==> config.mk <==
export PLATFORM = sky130hd
export DESIGN_NAME = lcd_serial_host_port
export DESIGN_NICKNAME = d
export VERILOG_FILES = /design/src/include/lcd_port_pkg.sv /design/src/core/lcd_serial_host_port.sv /design/src/core/text_ram.sv
export SDC_FILE = /design/constraint.sdc
export NUM_CORES = 1
export LEC_CHECK = 0
export BUFFER_PORTS_ARGS = -buffer_cell sky130_fd_sc_hd__buf_2
export CAP_MARGIN = 20
export CORE_UTILIZATION = 25
export DETAILED_ROUTE_END_ITERATION = 8
export HOLD_SLACK_MARGIN = 0.03
export PLACE_DENSITY = 0.5
export SLEW_MARGIN = 40
export SYNTH_ARGS = -nofsm -noshare
export SYNTH_HDL_FRONTEND = slang
export SYNTH_SLANG_ARGS = --single-unit
==> constraint.sdc <==
create_clock -name CLK -period 9.3 [get_ports CLK]
set_input_delay 1.395 -clock CLK [delete_from_list [all_inputs] [get_ports CLK]]
set_output_delay 1.395 -clock CLK [all_outputs]
set_load 0.01 [all_outputs]
==> src/include/lcd_port_pkg.sv <==
/*
  shared constants and carrier types for the display controller serial host port.
  assumes one 125 MHz clock; both serial links arrive as asynchronous pins.
*/
package lcd_port_pkg;
  // two-wire addresses 0111100..0111111: upper five bits fixed, straps give the rest
  localparam logic [4:0] ADDR_UPPER = 5'h0F;
  localparam int ADDR_STRAP_W = 2;
  localparam int TEXT_RAM_DEPTH = 128;
  localparam int TEXT_RAM_AW = 7;
  localparam logic [7:0] SPACE_CODE = 8'h20;
  localparam logic [6:0] TEXT_RAM_LAST = 7'h7F;
  // settings after power-on initialisation
  localparam logic INIT_WIDTH_8 = 1'b1;
  localparam logic INIT_TWO_LINES = 1'b0;
  localparam logic INIT_TALL_FONT = 1'b0;
  localparam logic INIT_DISPLAY_ON = 1'b0;
  localparam logic INIT_CURSOR_ON = 1'b0;
  localparam logic INIT_BLINK_ON = 1'b0;
  localparam logic INIT_STEP_UP = 1'b1;
  localparam logic INIT_SHIFT_ALL = 1'b0;
  localparam logic [6:0] INIT_POINTER = 7'h00;
  // bit positions inside a two-wire control byte
  localparam int CHAIN_BIT = 7;
  localparam int DC_BIT = 6;
  localparam int BYTE_BITS = 8;
  localparam logic [3:0] LAST_BIT_IDX = 4'h7;

  typedef enum logic [1:0] {PORT_PARALLEL, PORT_TWO_WIRE, PORT_FOUR_WIRE} port_mode_e;

  // one received byte headed for the controller core
  typedef struct packed {
    logic valid;
    logic is_data;
    logic [7:0] value;
  } host_byte_s;

  // controller settings held by the instruction decoder
  typedef struct packed {
    logic width_8;
    logic two_lines;
    logic tall_font;
    logic display_on;
    logic cursor_on;
    logic blink_on;
    logic step_up;
    logic shift_all;
  } settings_s;
endpackage : lcd_port_pkg
==> src/core/lcd_serial_host_port.sv <==
/*
  serial host port of a character display controller: four-wire clocked
  serial receiver, two-wire addressed bus slave, instruction decode, text
  ram writes and the power-on fill. assumes straps are static and both
  serial links are asynchronous to CLK; the bus pins are open drain.
*/
`timescale 1ns/1ps
module lcd_serial_host_port (
  input wire logic CLK,
  input wire logic RESET_N,
  input wire logic PORT_TYPE_STRAP_HI,
  input wire logic PORT_TYPE_STRAP_LO,
  input wire logic ADDR_STRAP_LOW,
  input wire logic ADDR_STRAP_HIGH,
  input wire logic PORT_SELECT_LOW,
  input wire logic SERIAL_IN_PIN,
  input wire logic SERIAL_CLK_PIN,
  input wire logic REGISTER_SELECT_LINE,
  input wire logic BUS_CLK_PIN,
  input wire logic BUS_DATA_IN,
  output logic BUS_DATA_OUT,
  output logic BUS_DATA_OE_N,
  output logic INTERNAL_OP_FLAG,
  output logic [6:0] DATA_POINTER,
  output lcd_port_pkg::settings_s SETTINGS,
  output logic [7:0] CMD_BYTE,
  output logic CMD_STROBE,
  input wire logic [lcd_port_pkg::TEXT_RAM_AW-1:0] SCAN_ADDR,
  output logic [7:0] SCAN_DATA
);
  import lcd_port_pkg::*;

  typedef enum logic [2:0] {
    TW_IDLE, TW_ADDR, TW_ACK, TW_CTRL, TW_DATA, TW_IGNORE
  } tw_state_e;

  // two-stage synchronisers; stage one is read only by stage two
  logic [5:0] sync1_ff, sync2_ff, prev_ff;
  always_ff @(posedge CLK or negedge RESET_N) begin
    if (!RESET_N) begin
      sync1_ff <= 6'h3F;
      sync2_ff <= 6'h3F;
      prev_ff <= 6'h3F;
    end else begin
      sync1_ff <= {PORT_SELECT_LOW, SERIAL_IN_PIN, SERIAL_CLK_PIN,
                   REGISTER_SELECT_LINE, BUS_CLK_PIN, BUS_DATA_IN};
      sync2_ff <= sync1_ff;
      prev_ff <= sync2_ff;
    end
  end

  wire cs_n = sync2_ff[5];
  wire serial_in_pin = sync2_ff[4];
  wire sclk = sync2_ff[3];
  wire rsel = sync2_ff[2];
  wire scl = sync2_ff[1];
  wire sda = sync2_ff[0];
  wire sclk_rise = sclk & ~prev_ff[3];
  wire scl_rise = scl & ~prev_ff[1];
  wire scl_fall = ~scl & prev_ff[1];
  wire tw_start = scl & prev_ff[1] & ~sda & prev_ff[0];
  wire tw_stop = scl & prev_ff[1] & sda & ~prev_ff[0];

  // straps are pins too: two flip-flops, then a short settle before capture
  logic [3:0] strap_s1_ff, strap_s2_ff;
  logic [1:0] settle_ff;
  always_ff @(posedge CLK or negedge RESET_N) begin
    if (!RESET_N) begin
      strap_s1_ff <= 4'h0;
      strap_s2_ff <= 4'h0;
      settle_ff <= 2'h0;
    end else begin
      strap_s1_ff <= {PORT_TYPE_STRAP_HI, PORT_TYPE_STRAP_LO, ADDR_STRAP_HIGH, ADDR_STRAP_LOW};
      strap_s2_ff <= strap_s1_ff;
      if (!settle_ff[1]) begin
        settle_ff <= settle_ff + 2'h1;
      end
    end
  end

  // straps are caught once, after the synchroniser has filled
  logic straps_taken_ff;
  port_mode_e mode_ff;
  logic [1:0] addr_lo_ff;
  port_mode_e strap_mode;
  assign strap_mode = strap_s2_ff[3] ? PORT_FOUR_WIRE :
                      strap_s2_ff[2] ? PORT_TWO_WIRE : PORT_PARALLEL;
  always_ff @(posedge CLK or negedge RESET_N) begin
    if (!RESET_N) begin
      straps_taken_ff <= 1'b0;
      mode_ff <= PORT_PARALLEL;
      addr_lo_ff <= 2'h0;
    end else if (!straps_taken_ff && settle_ff[1]) begin
      straps_taken_ff <= 1'b1;
      mode_ff <= strap_mode;
      addr_lo_ff <= strap_s2_ff[1:0];
    end
  end
  wire four_wire = (mode_ff == PORT_FOUR_WIRE);
  wire two_wire = (mode_ff == PORT_TWO_WIRE);

  // four-wire receiver: shift on rising clock while selected
  logic [7:0] fw_shift_ff;
  logic [2:0] fw_cnt_ff;
  wire fw_bit = four_wire & ~cs_n & sclk_rise;
  wire fw_done = fw_bit & (fw_cnt_ff == 3'h7);
  always_ff @(posedge CLK or negedge RESET_N) begin
    if (!RESET_N) begin
      fw_shift_ff <= 8'h00;
      fw_cnt_ff <= 3'h0;
    end else if (cs_n) begin
      fw_cnt_ff <= 3'h0;
    end else if (fw_bit) begin
      fw_shift_ff <= {fw_shift_ff[6:0], serial_in_pin};
      fw_cnt_ff <= fw_cnt_ff + 3'h1;
    end
  end

  // two-wire slave
  tw_state_e tw_ff, nxt_tw;
  tw_state_e after_ack_ff, nxt_after_ack;
  logic [7:0] tw_shift_ff;
  logic [3:0] tw_cnt_ff;
  logic dc_ff, chain_ff, ack_drive_ff;
  logic nxt_dc, nxt_chain;
  wire [7:0] tw_byte = {tw_shift_ff[6:0], sda};
  wire tw_bit = two_wire & scl_rise & (tw_cnt_ff <= LAST_BIT_IDX);
  wire tw_last = tw_bit & (tw_cnt_ff == LAST_BIT_IDX);
  wire addr_hit = (tw_byte[7:3] == ADDR_UPPER) & (tw_byte[2:1] == addr_lo_ff);
  // write only: a read request is not acknowledged, so nothing is ever sent
  // no transmission to master
  wire addr_ok = addr_hit & ~tw_byte[0];
  logic tw_byte_ok;

  // state decode for the two-wire side
  always_comb begin
    nxt_tw = tw_ff;
    nxt_after_ack = after_ack_ff;
    nxt_dc = dc_ff;
    nxt_chain = chain_ff;
    tw_byte_ok = 1'b0;
    if (!two_wire) begin
      nxt_tw = TW_IDLE;
    end else if (tw_start) begin
      nxt_tw = TW_ADDR;
    end else if (tw_stop) begin
      nxt_tw = TW_IDLE;
    end else begin
      unique case (tw_ff)
        TW_IDLE, TW_IGNORE, TW_ACK: begin
        end
        TW_ADDR: begin
          if (tw_last) begin
            nxt_tw = addr_ok ? TW_ACK : TW_IGNORE;
            nxt_after_ack = TW_CTRL;
            nxt_chain = 1'b1;
          end
        end
        TW_CTRL: begin
          if (tw_last) begin
            nxt_tw = TW_ACK;
            nxt_chain = tw_byte[CHAIN_BIT];
            nxt_dc = tw_byte[DC_BIT];
            nxt_after_ack = TW_DATA;
          end
        end
        TW_DATA: begin
          if (tw_last) begin
            nxt_tw = TW_ACK;
            tw_byte_ok = 1'b1;
            nxt_after_ack = chain_ff ? TW_CTRL : TW_DATA;
          end
        end
      endcase
    end
  end

  always_ff @(posedge CLK or negedge RESET_N) begin
    if (!RESET_N) begin
      tw_ff <= TW_IDLE;
      after_ack_ff <= TW_CTRL;
      dc_ff <= 1'b0;
      chain_ff <= 1'b1;
    end else begin
      tw_ff <= (tw_ff == TW_ACK && scl_fall && ack_drive_ff) ? after_ack_ff : nxt_tw;
      after_ack_ff <= nxt_after_ack;
      dc_ff <= nxt_dc;
      chain_ff <= nxt_chain;
    end
  end

  // bit shifter and counter; only the counter is cleared, on start and after each acknowledge
  always_ff @(posedge CLK or negedge RESET_N) begin
    if (!RESET_N) begin
      tw_shift_ff <= 8'h00;
      tw_cnt_ff <= 4'h0;
    end else if (tw_start || (tw_ff == TW_ACK && scl_fall && ack_drive_ff)) begin
      tw_cnt_ff <= 4'h0;
    end else if (tw_bit) begin
      tw_shift_ff <= tw_byte;
      tw_cnt_ff <= tw_cnt_ff + 4'h1;
    end
  end

  // acknowledge driver: pull low from the fall after bit 8 to the next fall
  // hold data low through ack high
  always_ff @(posedge CLK or negedge RESET_N) begin
    if (!RESET_N) begin
      ack_drive_ff <= 1'b0;
    end else if (tw_start || tw_stop || !two_wire) begin
      ack_drive_ff <= 1'b0;
    end else if (tw_ff == TW_ACK && scl_fall) begin
      ack_drive_ff <= ~ack_drive_ff;
    end
  end
  always_ff @(posedge CLK or negedge RESET_N) begin
    if (!RESET_N) begin
      BUS_DATA_OUT <= 1'b1;
      BUS_DATA_OE_N <= 1'b1;
    end else begin
      BUS_DATA_OUT <= 1'b0;
      BUS_DATA_OE_N <= ~ack_drive_ff;
    end
  end

  // byte merge from both serial ports
  host_byte_s rx;
  assign rx.valid = fw_done | tw_byte_ok;
  assign rx.is_data = fw_done ? rsel : dc_ff;
  assign rx.value = fw_done ? {fw_shift_ff[6:0], serial_in_pin} : tw_byte;

  // power-on fill and core state
  logic init_ff;
  logic [6:0] ptr_ff, fill_ff;
  settings_s set_ff;
  wire fill_last = init_ff & (fill_ff == TEXT_RAM_LAST);
  wire ram_we = init_ff | (rx.valid & rx.is_data);
  wire [6:0] ram_addr = init_ff ? fill_ff : ptr_ff;
  wire [7:0] ram_wdata = init_ff ? SPACE_CODE : rx.value;
  wire cmd_in = ~init_ff & rx.valid & ~rx.is_data;
  wire [7:0] cv = rx.value;
  wire set_addr = cmd_in & cv[7];
  wire set_func = cmd_in & (cv[7:5] == 3'h1);
  wire set_disp = cmd_in & (cv[7:3] == 5'h01);
  wire set_entry = cmd_in & (cv[7:2] == 6'h01);
  wire clear_home = cmd_in & (cv[7:1] == 7'h00);
  wire [6:0] ptr_step = set_ff.step_up ? 7'h01 : 7'h7F;

  always_ff @(posedge CLK or negedge RESET_N) begin
    if (!RESET_N) begin
      init_ff <= 1'b1;
      fill_ff <= INIT_POINTER;
    end else if (init_ff) begin
      fill_ff <= fill_ff + 7'h01;
      init_ff <= ~fill_last;
    end
  end

  always_ff @(posedge CLK or negedge RESET_N) begin
    if (!RESET_N) begin
      ptr_ff <= INIT_POINTER;
    end else if (init_ff || clear_home) begin
      ptr_ff <= INIT_POINTER;
    end else if (set_addr) begin
      ptr_ff <= cv[6:0];
    end else if (ram_we) begin
      ptr_ff <= ptr_ff + ptr_step;
    end
  end

  always_ff @(posedge CLK or negedge RESET_N) begin
    if (!RESET_N) begin
      set_ff <= '{INIT_WIDTH_8, INIT_TWO_LINES, INIT_TALL_FONT, INIT_DISPLAY_ON,
                  INIT_CURSOR_ON, INIT_BLINK_ON, INIT_STEP_UP, INIT_SHIFT_ALL};
    end else if (set_func) begin
      // host keeps width bit at one
      set_ff.width_8 <= cv[4];
      set_ff.two_lines <= cv[3];
      set_ff.tall_font <= cv[2];
    end else if (set_disp) begin
      set_ff.display_on <= cv[2];
      set_ff.cursor_on <= cv[1];
      set_ff.blink_on <= cv[0];
    end else if (set_entry) begin
      set_ff.step_up <= cv[1];
      set_ff.shift_all <= cv[0];
    end
  end

  // flag and pointer only as plain outputs, never shifted back serially
  always_ff @(posedge CLK or negedge RESET_N) begin
    if (!RESET_N) begin
      INTERNAL_OP_FLAG <= 1'b1;
      DATA_POINTER <= INIT_POINTER;
      SETTINGS <= '0;
      CMD_BYTE <= 8'h00;
      CMD_STROBE <= 1'b0;
    end else begin
      INTERNAL_OP_FLAG <= init_ff;
      DATA_POINTER <= ptr_ff;
      SETTINGS <= set_ff;
      CMD_STROBE <= cmd_in;
      if (cmd_in) begin
        CMD_BYTE <= cv;
      end
    end
  end

  // text store; scan port for the display refresh side
  text_ram u_text_ram (
    .clk(CLK),
    .wr_en(ram_we),
    .wr_addr(ram_addr),
    .wr_data(ram_wdata),
    .rd_addr(SCAN_ADDR),
    .rd_data(SCAN_DATA)
  );
endmodule : lcd_serial_host_port

==> src/core/text_ram.sv <==
/*
  display text ram, one write port and one registered read port.
  assumes writes and reads share the single system clock.
*/
`timescale 1ns/1ps
module text_ram (
  input wire logic clk,
  input wire logic wr_en,
  input wire logic [lcd_port_pkg::TEXT_RAM_AW-1:0] wr_addr,
  input wire logic [7:0] wr_data,
  input wire logic [lcd_port_pkg::TEXT_RAM_AW-1:0] rd_addr,
  output logic [7:0] rd_data
);
  import lcd_port_pkg::*;
  logic [7:0] mem [TEXT_RAM_DEPTH];

  // no reset on the array; the controller fills it after power-on
  always_ff @(posedge clk) begin
    if (wr_en) begin
      mem[wr_addr] <= wr_data;
    end
    rd_data <= mem[rd_addr];
  end
endmodule : text_ram

==> Flow_metrics.wiki, run 1 <==
{| class="wikitable"
! Metric !! Value
|-
| Cell area after synthesis || 45150 sq um
|-
| CTS Buffer Depth || 3
|-
| Proportion of layout cells with a drive suffix above 1 || ~14%
|-
| Average vias per placed instance || around 4.6
|-
| Standard-cell row count || 155
|-
| Ys async rst share || 9.553%
|-
| # Max-Cap Violations || 0
|-
| Most used DFF post-synth || edfxtp_1
|-
| Class of the tightest hold or removal check || flop to flop
|-
| Final routed DRC violation total || 0
|-
| Proportion of synthesized chip area in sequential cells || 74.57%
|-
| Register-to-register setup slack || 5.34 ns
|-
| Clock transition time at the flip-flop clock pins of the worst setup and hold paths || 0.06 ns
|-
| Place WS || 4.917 ns
|-
| Hold path startpoint || strap_s1_ff[1]$_DFF_PN0_
|-
| Wire length of the first global-routing pass || 172.6 mm
|-
| Count leader, synth || edfxtp_1
|-
| Antenna Violating Nets Remaining || 0
|-
| Root buffer cell || clkbuf_16
|-
| Number of storage elements in the synthesis netlist || 1141
|-
| Most instantiated cells after synthesis || edfxtp_1, mux2i_1, a22oi_1
|-
| Number of enable-type register cells in the synthesized netlist || 1024
|-
| Launching element of the worst setup path || fw_cnt_ff[0]$_DFFE_PN0P_
|-
| Post-CTS Hold Fix Bufs || 0
|-
| Clk Latency, worst-skew pair || 0.72 ns
|-
| Worst slew margin || 40.65%
|-
| Cell depth of the worst flop-to-flop path || 6
|-
| Cts bufs inserted || 120
|-
| Maximum level of the CTS H-tree || 3
|-
| Number of global-route vias before repair || roughly 24000
|-
| DRT iter0 DRCs || 2193
|-
| Final setup slack of the worst path || 5.337 ns
|-
| Total grt overflow || 0
|-
| Number of failing hold endpoints at the final stage || 0
|-
| Resized cells post-CTS || 0
|-
| Data required time of the critical path || about 9.6 ns
|-
| Final-layout setup total negative slack || 0 ns
|-
| Fmax || 252.3 MHz
|-
| Worst IR drop on VDD || approximately 140 uV
|-
| Unrepaired setup endpoints after global routing || false
|-
| Worst-path maximum fanout || 14
|-
| Starting density of the core || between 20 and 30%
|-
| Reg-to-reg startpoint || fw_cnt_ff[0]$_DFFE_PN0P_
|-
| Clock tree skew after final layout || 0.03477 ns
|-
| Static Leak || roughly 18 nW
|-
| Max-slew violation total from the final report || 0
|-
| Routability Congestion || 0.7657
|-
| Routed length per placed instance || 22.79 um
|-
| Largest area contributor in the netlist || edfxtp_1
|-
| CP arrival || 4.29 ns
|-
| Largest net degree at the start of global routing || 99
|-
| Final standard cell area without fillers || 52270 sq um
|-
| Share of the core filled with cells in the final layout || 29.20%
|-
| IO Port Bufs || 53
|-
| Area fraction of the dominant cell type after synthesis || 68.11%
|-
| Final period utilization || between 40 and 50%
|-
| Number of setup violations in the final report || 0
|-
| Depth of the worst hold-timing path || 0
|-
| Warnings from Yosys || 0
|-
| PwrDens || about 210 nW/um^2
|-
| Final Routed Wirelength || 119.4 mm
|-
| Number of sinks on the clock net || 1141
|-
| Critical path class || flop to flop
|-
| Chip height || 427.0 um
|-
| Startpoint Class || flop
|-
| Detailed placement HPWL || around 73 mm
|-
| Endpoint of the worst-slack reg-to-reg timing path || u_text_ram.mem[103][5]$_DFFE_PP_
|-
| Count of pins on the block boundary || 54
|-
| Clock tree from TritonCTS || yes
|-
| Die boundary width || around 430 um
|-
| WHS Endpoint || strap_s2_ff[1]$_DFF_PN0_
|-
| Via count || 24040
|-
| Mapped Cells || 2709
|-
| Leading post-synthesis cells by cell area || edfxtp_1, mux2i_1, dfrtp_1, a22oi_1, nor2_1
|-
| Post-CTS Setup Repair Bufs || 0
|-
| Placeable Area || 179000 sq um
|-
| Syn_nets || approximately 2700
|-
| Total iterations of the first detailed-routing run || 5
|-
| Overall routing resource usage || about an eighth
|-
| Growth of design area from synthesis to finish || 15.77%
|-
| Number of antenna violations at the first check in global routing || 2
|-
| Mean instance size in the synthesized netlist || roughly 17 sq um
|-
| Transition time at the pin with the least slew margin || 0.8903 ns
|-
| Total die area || 182300 sq um
|-
| Minimum period implied by the final worst setup slack || 3.963 ns
|-
| Critical path capture point type || flop
|-
| Total number of nets in the final design || 2811
|-
| Run status || finished clean
|-
| Placed cell area || 48440 sq um
|-
| Unique cell type count in the Yosys netlist || 81
|}
## logic make-up after synthesis
group	share of synthesized area, %
AO/OA/AOI/OAI	5.495
XOR/XNOR	0.2522
adder cells (fa/ha/maj)	0.2938
buffers and inverters	1.702
flip-flops	74.57
multiplexers	12.27
other	0.008306
AND/OR/NAND/NOR	5.412
## worst max-delay path: stages (launching register included)
cell	delay [ns]
dfrtp_1	0.39
ha_1	0.20
ha_1	0.23
nand3_1	0.55
a31o_2	0.63
nand3_2	0.67
nor2_1	0.87
## worst max path at each step
stage	to	depth (start not counted)
final	u_text_ram.mem[103][5]$_DFFE_PP_	6
after global routing	u_text_ram.mem[103][5]$_DFFE_PP_	6
after CTS	u_text_ram.mem[75][4]$_DFFE_PP_	4
after detailed placement	u_text_ram.rd_data[4]$_DFF_P_	7
after global placement	u_text_ram.mem[89][2]$_DFFE_PP_	3
after floorplan	u_text_ram.mem[0][7]$_DFFE_PP_	4
## power by group
part           internal, W  switching, W
sequential         0.00569     0.0000352
combinational     0.000145      0.000378
clock              0.00265       0.00197
## layout by cell type, fill, tap and decap left out, types with 16 or more instances in the layout
| cell type | Yosys | routed |
|---|---|---|
| nor2_1 | 165 | 113 |
| a21oi_1 | 48 | 47 |
| o21ai_0 | 17 | 16 |
| mux2i_1 | 522 | 521 |
| edfxtp_1 | 1024 | 1024 |
| nor2_2 | 1 | 48 |
| clkinv_2 | 0 | 17 |
| a22oi_1 | 226 | 226 |
| nand4_1 | 35 | 35 |
| inv_1 | 17 | 17 |
| clkbuf_16 | 0 | 122 |
| buf_4 | 5 | 28 |
| buf_2 | 95 | 51 |
| clkbuf_1 | 35 | 28 |
| dfrtp_1 | 86 | 86 |
| mux2_2 | 27 | 27 |
| dfstp_2 | 23 | 22 |
| nand3_1 | 58 | 56 |
| nor3_1 | 36 | 36 |
| nand2_1 | 118 | 117 |
| clkinv_1 | 0 | 23 |
## sequential cells by signal, summed over array words and instances (netlist names), 8 cells and up
| name | count |
|---|---|
| CMD_BYTE | 8 |
| SETTINGS | 8 |
| u_text_ram.mem | 1024 |
| u_text_ram.rd_data | 8 |
| set_ff | 8 |
## per-stage QoR
stage / hold WS (ns) / power [W] / std cells
final: 0.3470 / 0.01087 / 5237
after global routing: 0.3576 / 0.01117 / 5234
after CTS: 0.3488 / 0.01097 / 5233
after detailed placement: 0.3347 / 0.006359 / 5015
after global placement: 0.3332 / 0.006342 / 5010
after floorplan: 0.3312 / 0.006112 / 2709
## final cells by class
class                   instances  area [sq um]
inverters                      17         63.81
diodes                          4         10.01
flip-flops and latches       1141         33670
fillers                     17640        126700
well taps                    2355          2947
clock buffers                 165          3333
repair buffers                 96         757.0
clock inverters                53         437.9
multi-input cells            1406         11050
## per-layer routing
layer | vias up | part of all wire [%] | global-route usage (%)
met5 | - | 0 | 0
met4 | 0 | 2.3 | 3.762
li1 | 10820 | - | -
met3 | 148 | 4.7 | 1.670
met2 | 620 | 46 | 20.34
met1 | 12450 | 47 | 18.31
(Power assumes the default switching activity.)
==> run 2, diff against run 1 <==
--- a/config.mk
+++ b/config.mk
@@ -5,12 +5,13 @@
 export SDC_FILE = /design/constraint.sdc
 export NUM_CORES = 1
 export LEC_CHECK = 0
+export ABC_AREA = 1
 export BUFFER_PORTS_ARGS = -buffer_cell sky130_fd_sc_hd__buf_2
 export CAP_MARGIN = 20
 export CORE_UTILIZATION = 25
 export DETAILED_ROUTE_END_ITERATION = 8
 export HOLD_SLACK_MARGIN = 0.03
-export PLACE_DENSITY = 0.5
+export PLACE_DENSITY = 0.51
 export SLEW_MARGIN = 40
 export SYNTH_ARGS = -nofsm -noshare
 export SYNTH_HDL_FRONTEND = slang
==> constraint.sdc (replaced) <==
create_clock -name CLK -period 3.4 [get_ports CLK]
set_input_delay 0.51 -clock CLK [delete_from_list [all_inputs] [get_ports CLK]]
set_output_delay 0.51 -clock CLK [all_outputs]
set_load 0.01 [all_outputs]
==> run 2 against run 1 <==
Sequential share of layout area is 2.9 points lower. Critical path depth rose by 2. Combinational power increased to 3.8 times the previous value. Die area grew 2.9%. Register-to-register slack lost 5.1 ns. Non-clock buffer count up 163. Worst setup slack lost 5.1 ns. Global-route usage increased by 1.4 points. Area after synthesis up 2.9%. Clock skew increased by 0.014 ns. Sequential power grew to 2.7 times the previous value. Worst hold slack worse by 0.23 ns.
==> Flow_metrics.wiki, run 2 <==
{| class="wikitable"
! Metric !! Value
|-
| Run status || finished clean
|-
| Number of setup violations in the final report || 0 (unchanged)
|-
| Root buffer cell || clkbuf_16
|-
| DR WL met3 || 8.075 mm (+45%)
|-
| Chip height || 433.1 um (+1.4%)
|-
| Wire length on met1 || 59.12 mm (+6.3%)
|-
| Worst path cell trace || inv_2 -> nor2_1 -> inv_1 -> o21ai_0 -> inv_1 -> nor2_1 -> nand2_1 -> nor2_1
|-
| Syn_nets || 4057 (+48%)
|-
| Count leader, synth || nand2_1
|-
| Cell area after synthesis || 46460 sq um (+2.9%)
|-
| Die boundary width || 433.1 um (+1.4%)
|-
| Class of the tightest hold or removal check || input port to flop
|-
| Post-CTS Setup Repair Bufs || 0 (unchanged)
|-
| Growth of design area from synthesis to finish || 17.87%
|-
| Total number of nets in the final design || 4195 (+49%)
|-
| Max reg flops || 1024 (unchanged)
|-
| Clock transition time at the flip-flop clock pins of the worst setup and hold paths || 0.06 ns (about the same)
|-
| Worst slew margin || 46.69% (+6.0 points)
|-
| Total die area || 187600 sq um (+2.9%)
|-
| Worst IR drop on VDD || 423.6 uV (+190%)
|-
| Proportion of synthesized chip area in sequential cells || 72.47% (-2.1 points)
|-
| Most instantiated cells after synthesis || nand2_1, edfxtp_1, nand3_1
|-
| Placeable Area || 183900 sq um (+2.7%)
|-
| DRT iter0 DRCs || 2710 (+24%)
|-
| Met2 WL post-DR || 62.93 mm (+14%)
|-
| Mean instance size in the synthesized netlist || 11.53 sq um (-31%)
|-
| Startpoint Class || flop
|-
| Most used DFF post-synth || edfxtp_1
|-
| Mapped Cells || 4028 (+49%)
|-
| Combined area of the multi-input logic cells || 11410 sq um (+3.2%)
|-
| Clock tree from TritonCTS || yes
|-
| Critical path capture point type || flop
|-
| Data required time of the critical path || 3.73 ns (-5.90 ns)
|-
| Largest stage delay on the critical path || 0.70 ns (-0.17 ns)
|-
| Final Routed Wirelength || 134.6 mm (+13%)
|-
| Number of fill cells in the layout || 18860 (+6.9%)
|-
| # Max-Cap Violations || 0 (unchanged)
|-
| Fmax || 318.8 MHz (+26%)
|-
| Area fraction of the dominant cell type after synthesis || 66.19% (-1.9 points)
|-
| Total iterations of the first detailed-routing run || 5 (unchanged)
|-
| Clk Latency, worst-skew pair || 0.75 ns (+0.03 ns)
|-
| Critical path class || flop to flop
|-
| Minimum period implied by the final worst setup slack || 3.137 ns (-0.8260 ns)
|-
| IO Port Bufs || 53 (unchanged)
|-
| Routability Congestion || 0.8170 (+6.7%)
|-
| Most common cell after layout, fill and taps aside || nand2_1
|-
| Top reg by flops || u_text_ram.mem
|-
| CTS Buffer Depth || 3 (unchanged)
|-
| Cts bufs inserted || 116 (-3.3%)
|-
| Max-slew violation total from the final report || 0 (unchanged)
|-
| Commonest cells after routing, fill and taps aside || nand2_1, edfxtp_1, nand3_1
|-
| Worst-path maximum fanout || 10 (-4)
|-
| Final routed DRC violation total || 0 (unchanged)
|-
| Count of pins on the block boundary || 54 (unchanged)
|-
| Final Hold Slack || 0.1129 ns (-0.2341 ns)
|-
| Total grt overflow || 0 (unchanged)
|-
| Antenna Violating Nets Remaining || 0 (unchanged)
|-
| Standard-cell row count || 157 (+1.3%)
|-
| Leading post-synthesis cells by cell area || edfxtp_1, nand3_1, nand2_1, dfrtp_1, buf_2
|-
| Final period utilization || 92.26% (+50 points)
|-
| Ys async rst share || 9.553% (unchanged)
|-
| Unique cell type count in the Yosys netlist || 42 (-48%)
|-
| Static Leak || 20.37 nW (+12%)
|-
| Number of sinks on the clock net || 1141 (unchanged)
|-
| Warnings from Yosys || 0 (unchanged)
|-
| Maximum level of the CTS H-tree || 3 (unchanged)
|-
| Final standard cell area without fillers || 54760 sq um (+4.8%)
|-
| Via count || 30580 (+27%)
|-
| Transition time at the pin with the least slew margin || 0.7997 ns (-0.09060 ns)
|-
| CP arrival || 3.47 ns (-0.82 ns)
|-
| Cell occurring most often along the worst timing path || nor2_1
|-
| Clock tree skew after final layout || 0.04846 ns (+0.01370 ns)
|-
| Placed cell area || 50860 sq um (+5.0%)
|-
| PwrDens || 554.0 nW/um^2 (+170%)
|-
| Proportion of layout cells with a drive suffix above 1 || 11.74% (-2.4 points)
|-
| Number of global-route vias before repair || 30710 (+28%)
|-
| Share of the core filled with cells in the final layout || 29.78% (+0.58 points)
|-
| Number of enable-type register cells in the synthesized netlist || 1024 (unchanged)
|-
| Total area of sequential cells || 33670 sq um (about the same)
|-
| Starting density of the core || 25.27% (+0.044 points)
|-
| Unrepaired setup endpoints after global routing || false
|-
| Overall routing resource usage || 14.26% (+1.4 points)
|-
| Largest area contributor in the netlist || edfxtp_1
|-
| Detailed placement HPWL || 81.73 mm (+12%)
|-
| Top Metal Used || met4
|-
| Routed length per placed instance || 20.02 um (-12%)
|-
| Average vias per placed instance || 4.548 (-0.95%)
|-
| Number of storage elements in the synthesis netlist || 1141 (unchanged)
|-
| Largest net degree at the start of global routing || 110 (+11%)
|-
| Final-layout setup total negative slack || 0 ns (unchanged)
|-
| Cell with the biggest individual delay on the critical path || nor2_1
|-
| Number of antenna repair diodes || 0 (-4)
|-
| Number of failing hold endpoints at the final stage || 0 (unchanged)
|-
| Number of antenna violations at the first check in global routing || 1 (-1)
|-
| Wire length of the first global-routing pass || 199.6 mm (+16%)
|}
run 2: cell count changes in the layout (fill, tap and decap cells not counted), moves of 22 or more:
cell,change
nor2_2,-46
nor3_1,-30
nand3_1,+911
nor2_1,+50
mux2_2,-27
a21oi_1,-26
a22oi_1,-226
buf_12,+44
inv_1,+61
buf_4,+120
nand2_1,+1144
nand4_1,-23
mux2i_1,-521
o21ai_0,+22
run 2: what timing repair did:
action,4_1_cts,5_1_grt
hold buffers,11,0
endpoints found under the setup margin,0,0
gates resized for setup,0,0
hold endpoints to repair,38,0
run 2: metal layers:
metal  global-route usage (%)  vias up
met5                        0        -
met4                    5.445        0
met3                    2.242      211
met2                    23.14      962
met1                    19.08    15050
li1                         -    14360
run 2: worst paths after layout:
path,startpoint,end,slack (ns),cells past startpoint
max reg2reg,init_ff$_DFF_PN1_,u_text_ram.mem[12][5]$_DFFE_PP_,0.26,8
max,init_ff$_DFF_PN1_,u_text_ram.mem[12][5]$_DFFE_PP_,0.26,8
min reg2reg,strap_s1_ff[0]$_DFF_PN0_,strap_s2_ff[0]$_DFF_PN0_,0.35,0
min in group asynchronous,RESET_N,CMD_BYTE[5]$_DFFE_PN0N_,0.24,2
max in group asynchronous,RESET_N,set_ff[7]$_DFFE_PN1P_,2.36,3
min,SCAN_ADDR[6],u_text_ram.rd_data[0]$_DFF_P_,0.11,3
run 2: kinds of logic after synthesis:
logic type	count (synthesis)	synth area share [%]
xor gates and xnor gates	11	0.2074
AOI/OAI and AO/OA	88	1.080
other	1	0.008072
DFF	1141	72.47
adders and majority gates	10	0.2855
buffers and inverters	325	3.105
and+or+nand+nor	2452	22.85
run 2: cell type report:
class                   instances  share of cell area (%)
inverters                      86                  0.6215
repair buffers                259                   4.522
flip-flops and latches       1141                   61.48
clock inverters                71                   1.382
well taps                    2464                   5.630
clock buffers                 141                   5.527
multi-input cells            2562                   20.83
run 2: worst max-delay path, delay by kind of cell, from the launching register on:
family	cells	cell delay (ns)
buf+inv	3	0.28
compound gates	1	0.24
simple gates	4	1.58
flops	1	0.62
run 2: per-stage QoR:
step                instances  setup slack (ns)  power, W
floorplan                4028          0.008402   0.01681
global placement         6501            0.2002   0.01779
detailed placement       6501            0.2388   0.01780
CTS                      6724            0.2371   0.03065
global route             6724           0.06178   0.03130
finish                   6724            0.2630   0.03034
run 2: power breakdown:
| part | switching (W) | internal [W] |
|---|---|---|
| logic | 0.00147 | 0.000508 |
| clock network | 0.00552 | 0.00732 |
| registers | 0.0000445 | 0.0155 |
| total | 0.00704 | 0.0233 |
==> run 3, diff against run 2 <==
--- a/config.mk
+++ b/config.mk
@@ -11,7 +11,7 @@
 export CORE_UTILIZATION = 25
 export DETAILED_ROUTE_END_ITERATION = 8
 export HOLD_SLACK_MARGIN = 0.03
-export PLACE_DENSITY = 0.51
+export PLACE_DENSITY = 0.49
 export SLEW_MARGIN = 40
 export SYNTH_ARGS = -nofsm -noshare
 export SYNTH_HDL_FRONTEND = slang
==> constraint.sdc (replaced) <==
create_clock -name CLK -period 2.9 [get_ports CLK]
set_input_delay 0.435 -clock CLK [delete_from_list [all_inputs] [get_ports CLK]]
set_output_delay 0.435 -clock CLK [all_outputs]
set_load 0.01 [all_outputs]
==> run 3 against run 2 <==
Clock power is 22% higher. Final cell count is 1.4% higher. Sequential share of layout area is 1.0 points lower. Critical path type unchanged. Maximum frequency is 15% higher. Non-clock buffer count is 81 higher. Sequential power is 17% higher. Die area stayed put. Worst hold slack better by 0.089 ns. Critical path depth is 1 lower.
==> Flow_metrics.wiki, run 3 (synthesized netlist as in run 2, its figures left out) <==
{| class="wikitable"
! Metric !! Value
|-
| IO Port Bufs || 53 (unchanged)
|-
| Max reg flops || 1024 (unchanged)
|-
| Critical path capture point type || flop
|-
| # Max-Cap Violations || 0 (unchanged)
|-
| Starting density of the core || 25.27% (unchanged)
|-
| Total iterations of the first detailed-routing run || 7 (+2)
|-
| Via count || 30700 (+0.40%)
|-
| Total number of nets in the final design || 4278 (+2.0%)
|-
| Worst slew margin || 46.65% (about the same)
|-
| Antenna Violating Nets Remaining || 0 (unchanged)
|-
| Overall routing resource usage || 14.14% (-0.12 points)
|-
| Chip height || 433.1 um (unchanged)
|-
| Clock transition time at the flip-flop clock pins of the worst setup and hold paths || 0.07 ns (about the same)
|-
| Number of setup violations in the final report || 0 (unchanged)
|-
| Standard-cell row count || 157 (unchanged)
|-
| Number of global-route vias before repair || 30340 (-1.2%)
|-
| Number of fill cells in the layout || 18830 (-0.16%)
|-
| Run status || finished clean
|-
| Routed length per placed instance || 19.61 um (-2.1%)
|-
| Sw frac || 23.11% (-0.094 points)
|-
| Minimum period implied by the final worst setup slack || 2.726 ns (-0.4112 ns)
|-
| Clk Latency, worst-skew pair || 0.76 ns (about the same)
|-
| Max-slew violation total from the final report || 0 (unchanged)
|-
| Total die area || 187600 sq um (unchanged)
|-
| Met2 track demand over resource || 23.48% (+0.34 points)
|-
| CP arrival || 3.19 ns (-0.28 ns)
|-
| Total power after layout || 0.03607 W (+19%)
|-
| Average vias per placed instance || 4.503 (-0.99%)
|-
| Number of failing hold endpoints at the final stage || 0 (unchanged)
|-
| Number of antenna repair diodes || 0 (unchanged)
|-
| Worst-path maximum fanout || 10 (unchanged)
|-
| Hold path startpoint || SCAN_ADDR[5]
|-
| Launching element of the worst setup path || init_ff$_DFF_PN1_
|-
| Met1 usage in global routing || 18.51% (-0.57 points)
|-
| Highest-utilization routing layer at the global route stage || met2
|-
| Largest net degree at the start of global routing || 121 (+10%)
|-
| Cts bufs inserted || 118 (+1.7%)
|-
| Final period utilization || 93.99% (+1.7 points)
|-
| Clock network power share || 43.1% (+0.8 points)
|-
| Root buffer cell || clkbuf_16
|-
| Maximum level of the CTS H-tree || 3 (unchanged)
|-
| Reg-to-reg startpoint || init_ff$_DFF_PN1_
|-
| Switching Power || 0.008336 W (+18%)
|-
| Data required time of the critical path || 3.36 ns (-0.37 ns)
|-
| Total grt overflow || 0 (unchanged)
|-
| Final routed DRC violation total || 0 (unchanged)
|-
| Combinational cell fraction of total power || 6.5% (about the same)
|-
| Clock tree from TritonCTS || yes
|-
| Startpoint Class || flop
|-
| DRT iter0 DRCs || 2480 (-8.5%)
|-
| Transition time at the pin with the least slew margin || 0.7983 ns (-0.001389 ns)
|-
| Met3 layer usage reported by global route || 1.915% (-0.33 points)
|-
| Total internal power || 0.02774 W (+19%)
|-
| Class of the tightest hold or removal check || input port to flop
|-
| Routability Congestion || 0.8128 (-0.51%)
|-
| Placeable Area || 183900 sq um (unchanged)
|-
| Unrepaired setup endpoints after global routing || false
|-
| Static Leak || 20.94 nW (+2.8%)
|-
| Post-CTS Setup Repair Bufs || 0 (unchanged)
|-
| Place WS || 0.1238 ns (-0.1150 ns)
|-
| Proportion of layout cells with a drive suffix above 1 || 13.55% (+1.8 points)
|-
| Number of sinks on the clock net || 1141 (unchanged)
|-
| Number of antenna violations at the first check in global routing || 4 (+3)
|-
| Count of pins on the block boundary || 54 (unchanged)
|-
| Placed cell area || 51560 sq um (+1.4%)
|-
| Final-layout setup total negative slack || 0 ns (unchanged)
|-
| Clock tree skew after final layout || 0.04206 ns (-0.006399 ns)
|-
| Final Routed Wirelength || 133.7 mm (-0.69%)
|-
| Commonest cells after routing, fill and taps aside || nand2_1, edfxtp_1, nand3_1
|-
| Most common cell after layout, fill and taps aside || nand2_1
|-
| Die boundary width || 433.1 um (unchanged)
|-
| Detailed placement HPWL || 83.37 mm (+2.0%)
|-
| Growth of design area from synthesis to finish || 19.86%
|-
| CTS Buffer Depth || 3 (unchanged)
|-
| Fmax || 366.9 MHz (+15%)
|-
| Wire length of the first global-routing pass || 198.5 mm (-0.58%)
|-
| Critical path class || flop to flop
|-
| Final standard cell area without fillers || 55680 sq um (+1.7%)
|-
| PwrDens || 647.8 nW/um^2 (+17%)
|-
| Worst IR drop on VDD || 472.9 uV (+12%)
|-
| Top reg by flops || u_text_ram.mem
|-
| Reg power frac || 50.4% (-0.7 points)
|-
| Final setup slack of the worst path || 0.1743 ns (-0.08878 ns)
|-
| Share of the core filled with cells in the final layout || 30.29% (+0.50 points)
|}
[run 3: cell count changes in the layout (fill, tap and decap cells not counted), sizes merged]
cell and change:
dlygate4sd3 +1, clkinvlp +2, bufinv +2, clkinv +9, buf +80
[run 3: final cells by class]
type,instances,area (sq um),area share [%]
Sequential cell,1141,33670,60.46
Multi-Input combinational cell,2562,11420,20.52
Timing Repair Buffer,340,3174,5.700
Clock buffer,141,3089,5.548
Tap cell,2464,3083,5.536
Clock inverter,84,907.1,1.629
Inverter,86,340.3,0.6112
[run 3: path summary, 6_finish.rpt]
path	end	slack (ns)	cells after the start
worst max-delay path	u_text_ram.mem[111][7]$_DFFE_PP_	0.17	7
worst min-delay path	u_text_ram.rd_data[1]$_DFF_P_	0.20	5
worst max register to register	u_text_ram.mem[111][7]$_DFFE_PP_	0.17	7
worst min register to register	strap_s2_ff[1]$_DFF_PN0_	0.35	0
max in group asynchronous	prev_ff[0]$_DFF_PN1_	1.84	3
min in group asynchronous	DATA_POINTER[3]$_DFF_PN0_	0.30	2
[run 3: metrics by stage]
stage	hold WS (ns)	instances
2_1_floorplan	0.1394	4028
3_3_place_gp	0.3319	6581
3_5_place_dp	0.3355	6581
4_1_cts	0.1341	6818
5_1_grt	0.2271	6818
6_report	0.2018	6818
[run 3: repair_timing]
item / CTS / global route
resized for setup: 0 / 2
hold endpoints to repair: 53 / 0
hold buffers: 12 / 0
setup endpoints to repair: 0 / 9
[run 3: layer usage]
metal  wire [um]  vias up
li1            -    14530
met1       58640    15130
met2       63770      780
met3        6256      250
met4        5015        4
met5          23        -
[run 3: worst max-delay path: stages (launching register included)]
cell,delay [ns]
dfstp_2,0.62
nand2_1,0.07
o21ai_0,0.17
inv_1,0.11
nor2_1,0.57
nand2_1,0.41
nor2_1,0.31
buf_4,0.20
[run 3: power groups by stage]
stage,registers [W],clock network (W),logic [W]
global route,0.0182,0.0165,0.00253
detailed placement,0.0185,0,0.00236
finish,0.0182,0.0156,0.00234
floorplan,0.0185,0,0.00117
CTS,0.0182,0.0159,0.00237
global placement,0.0185,0,0.00234
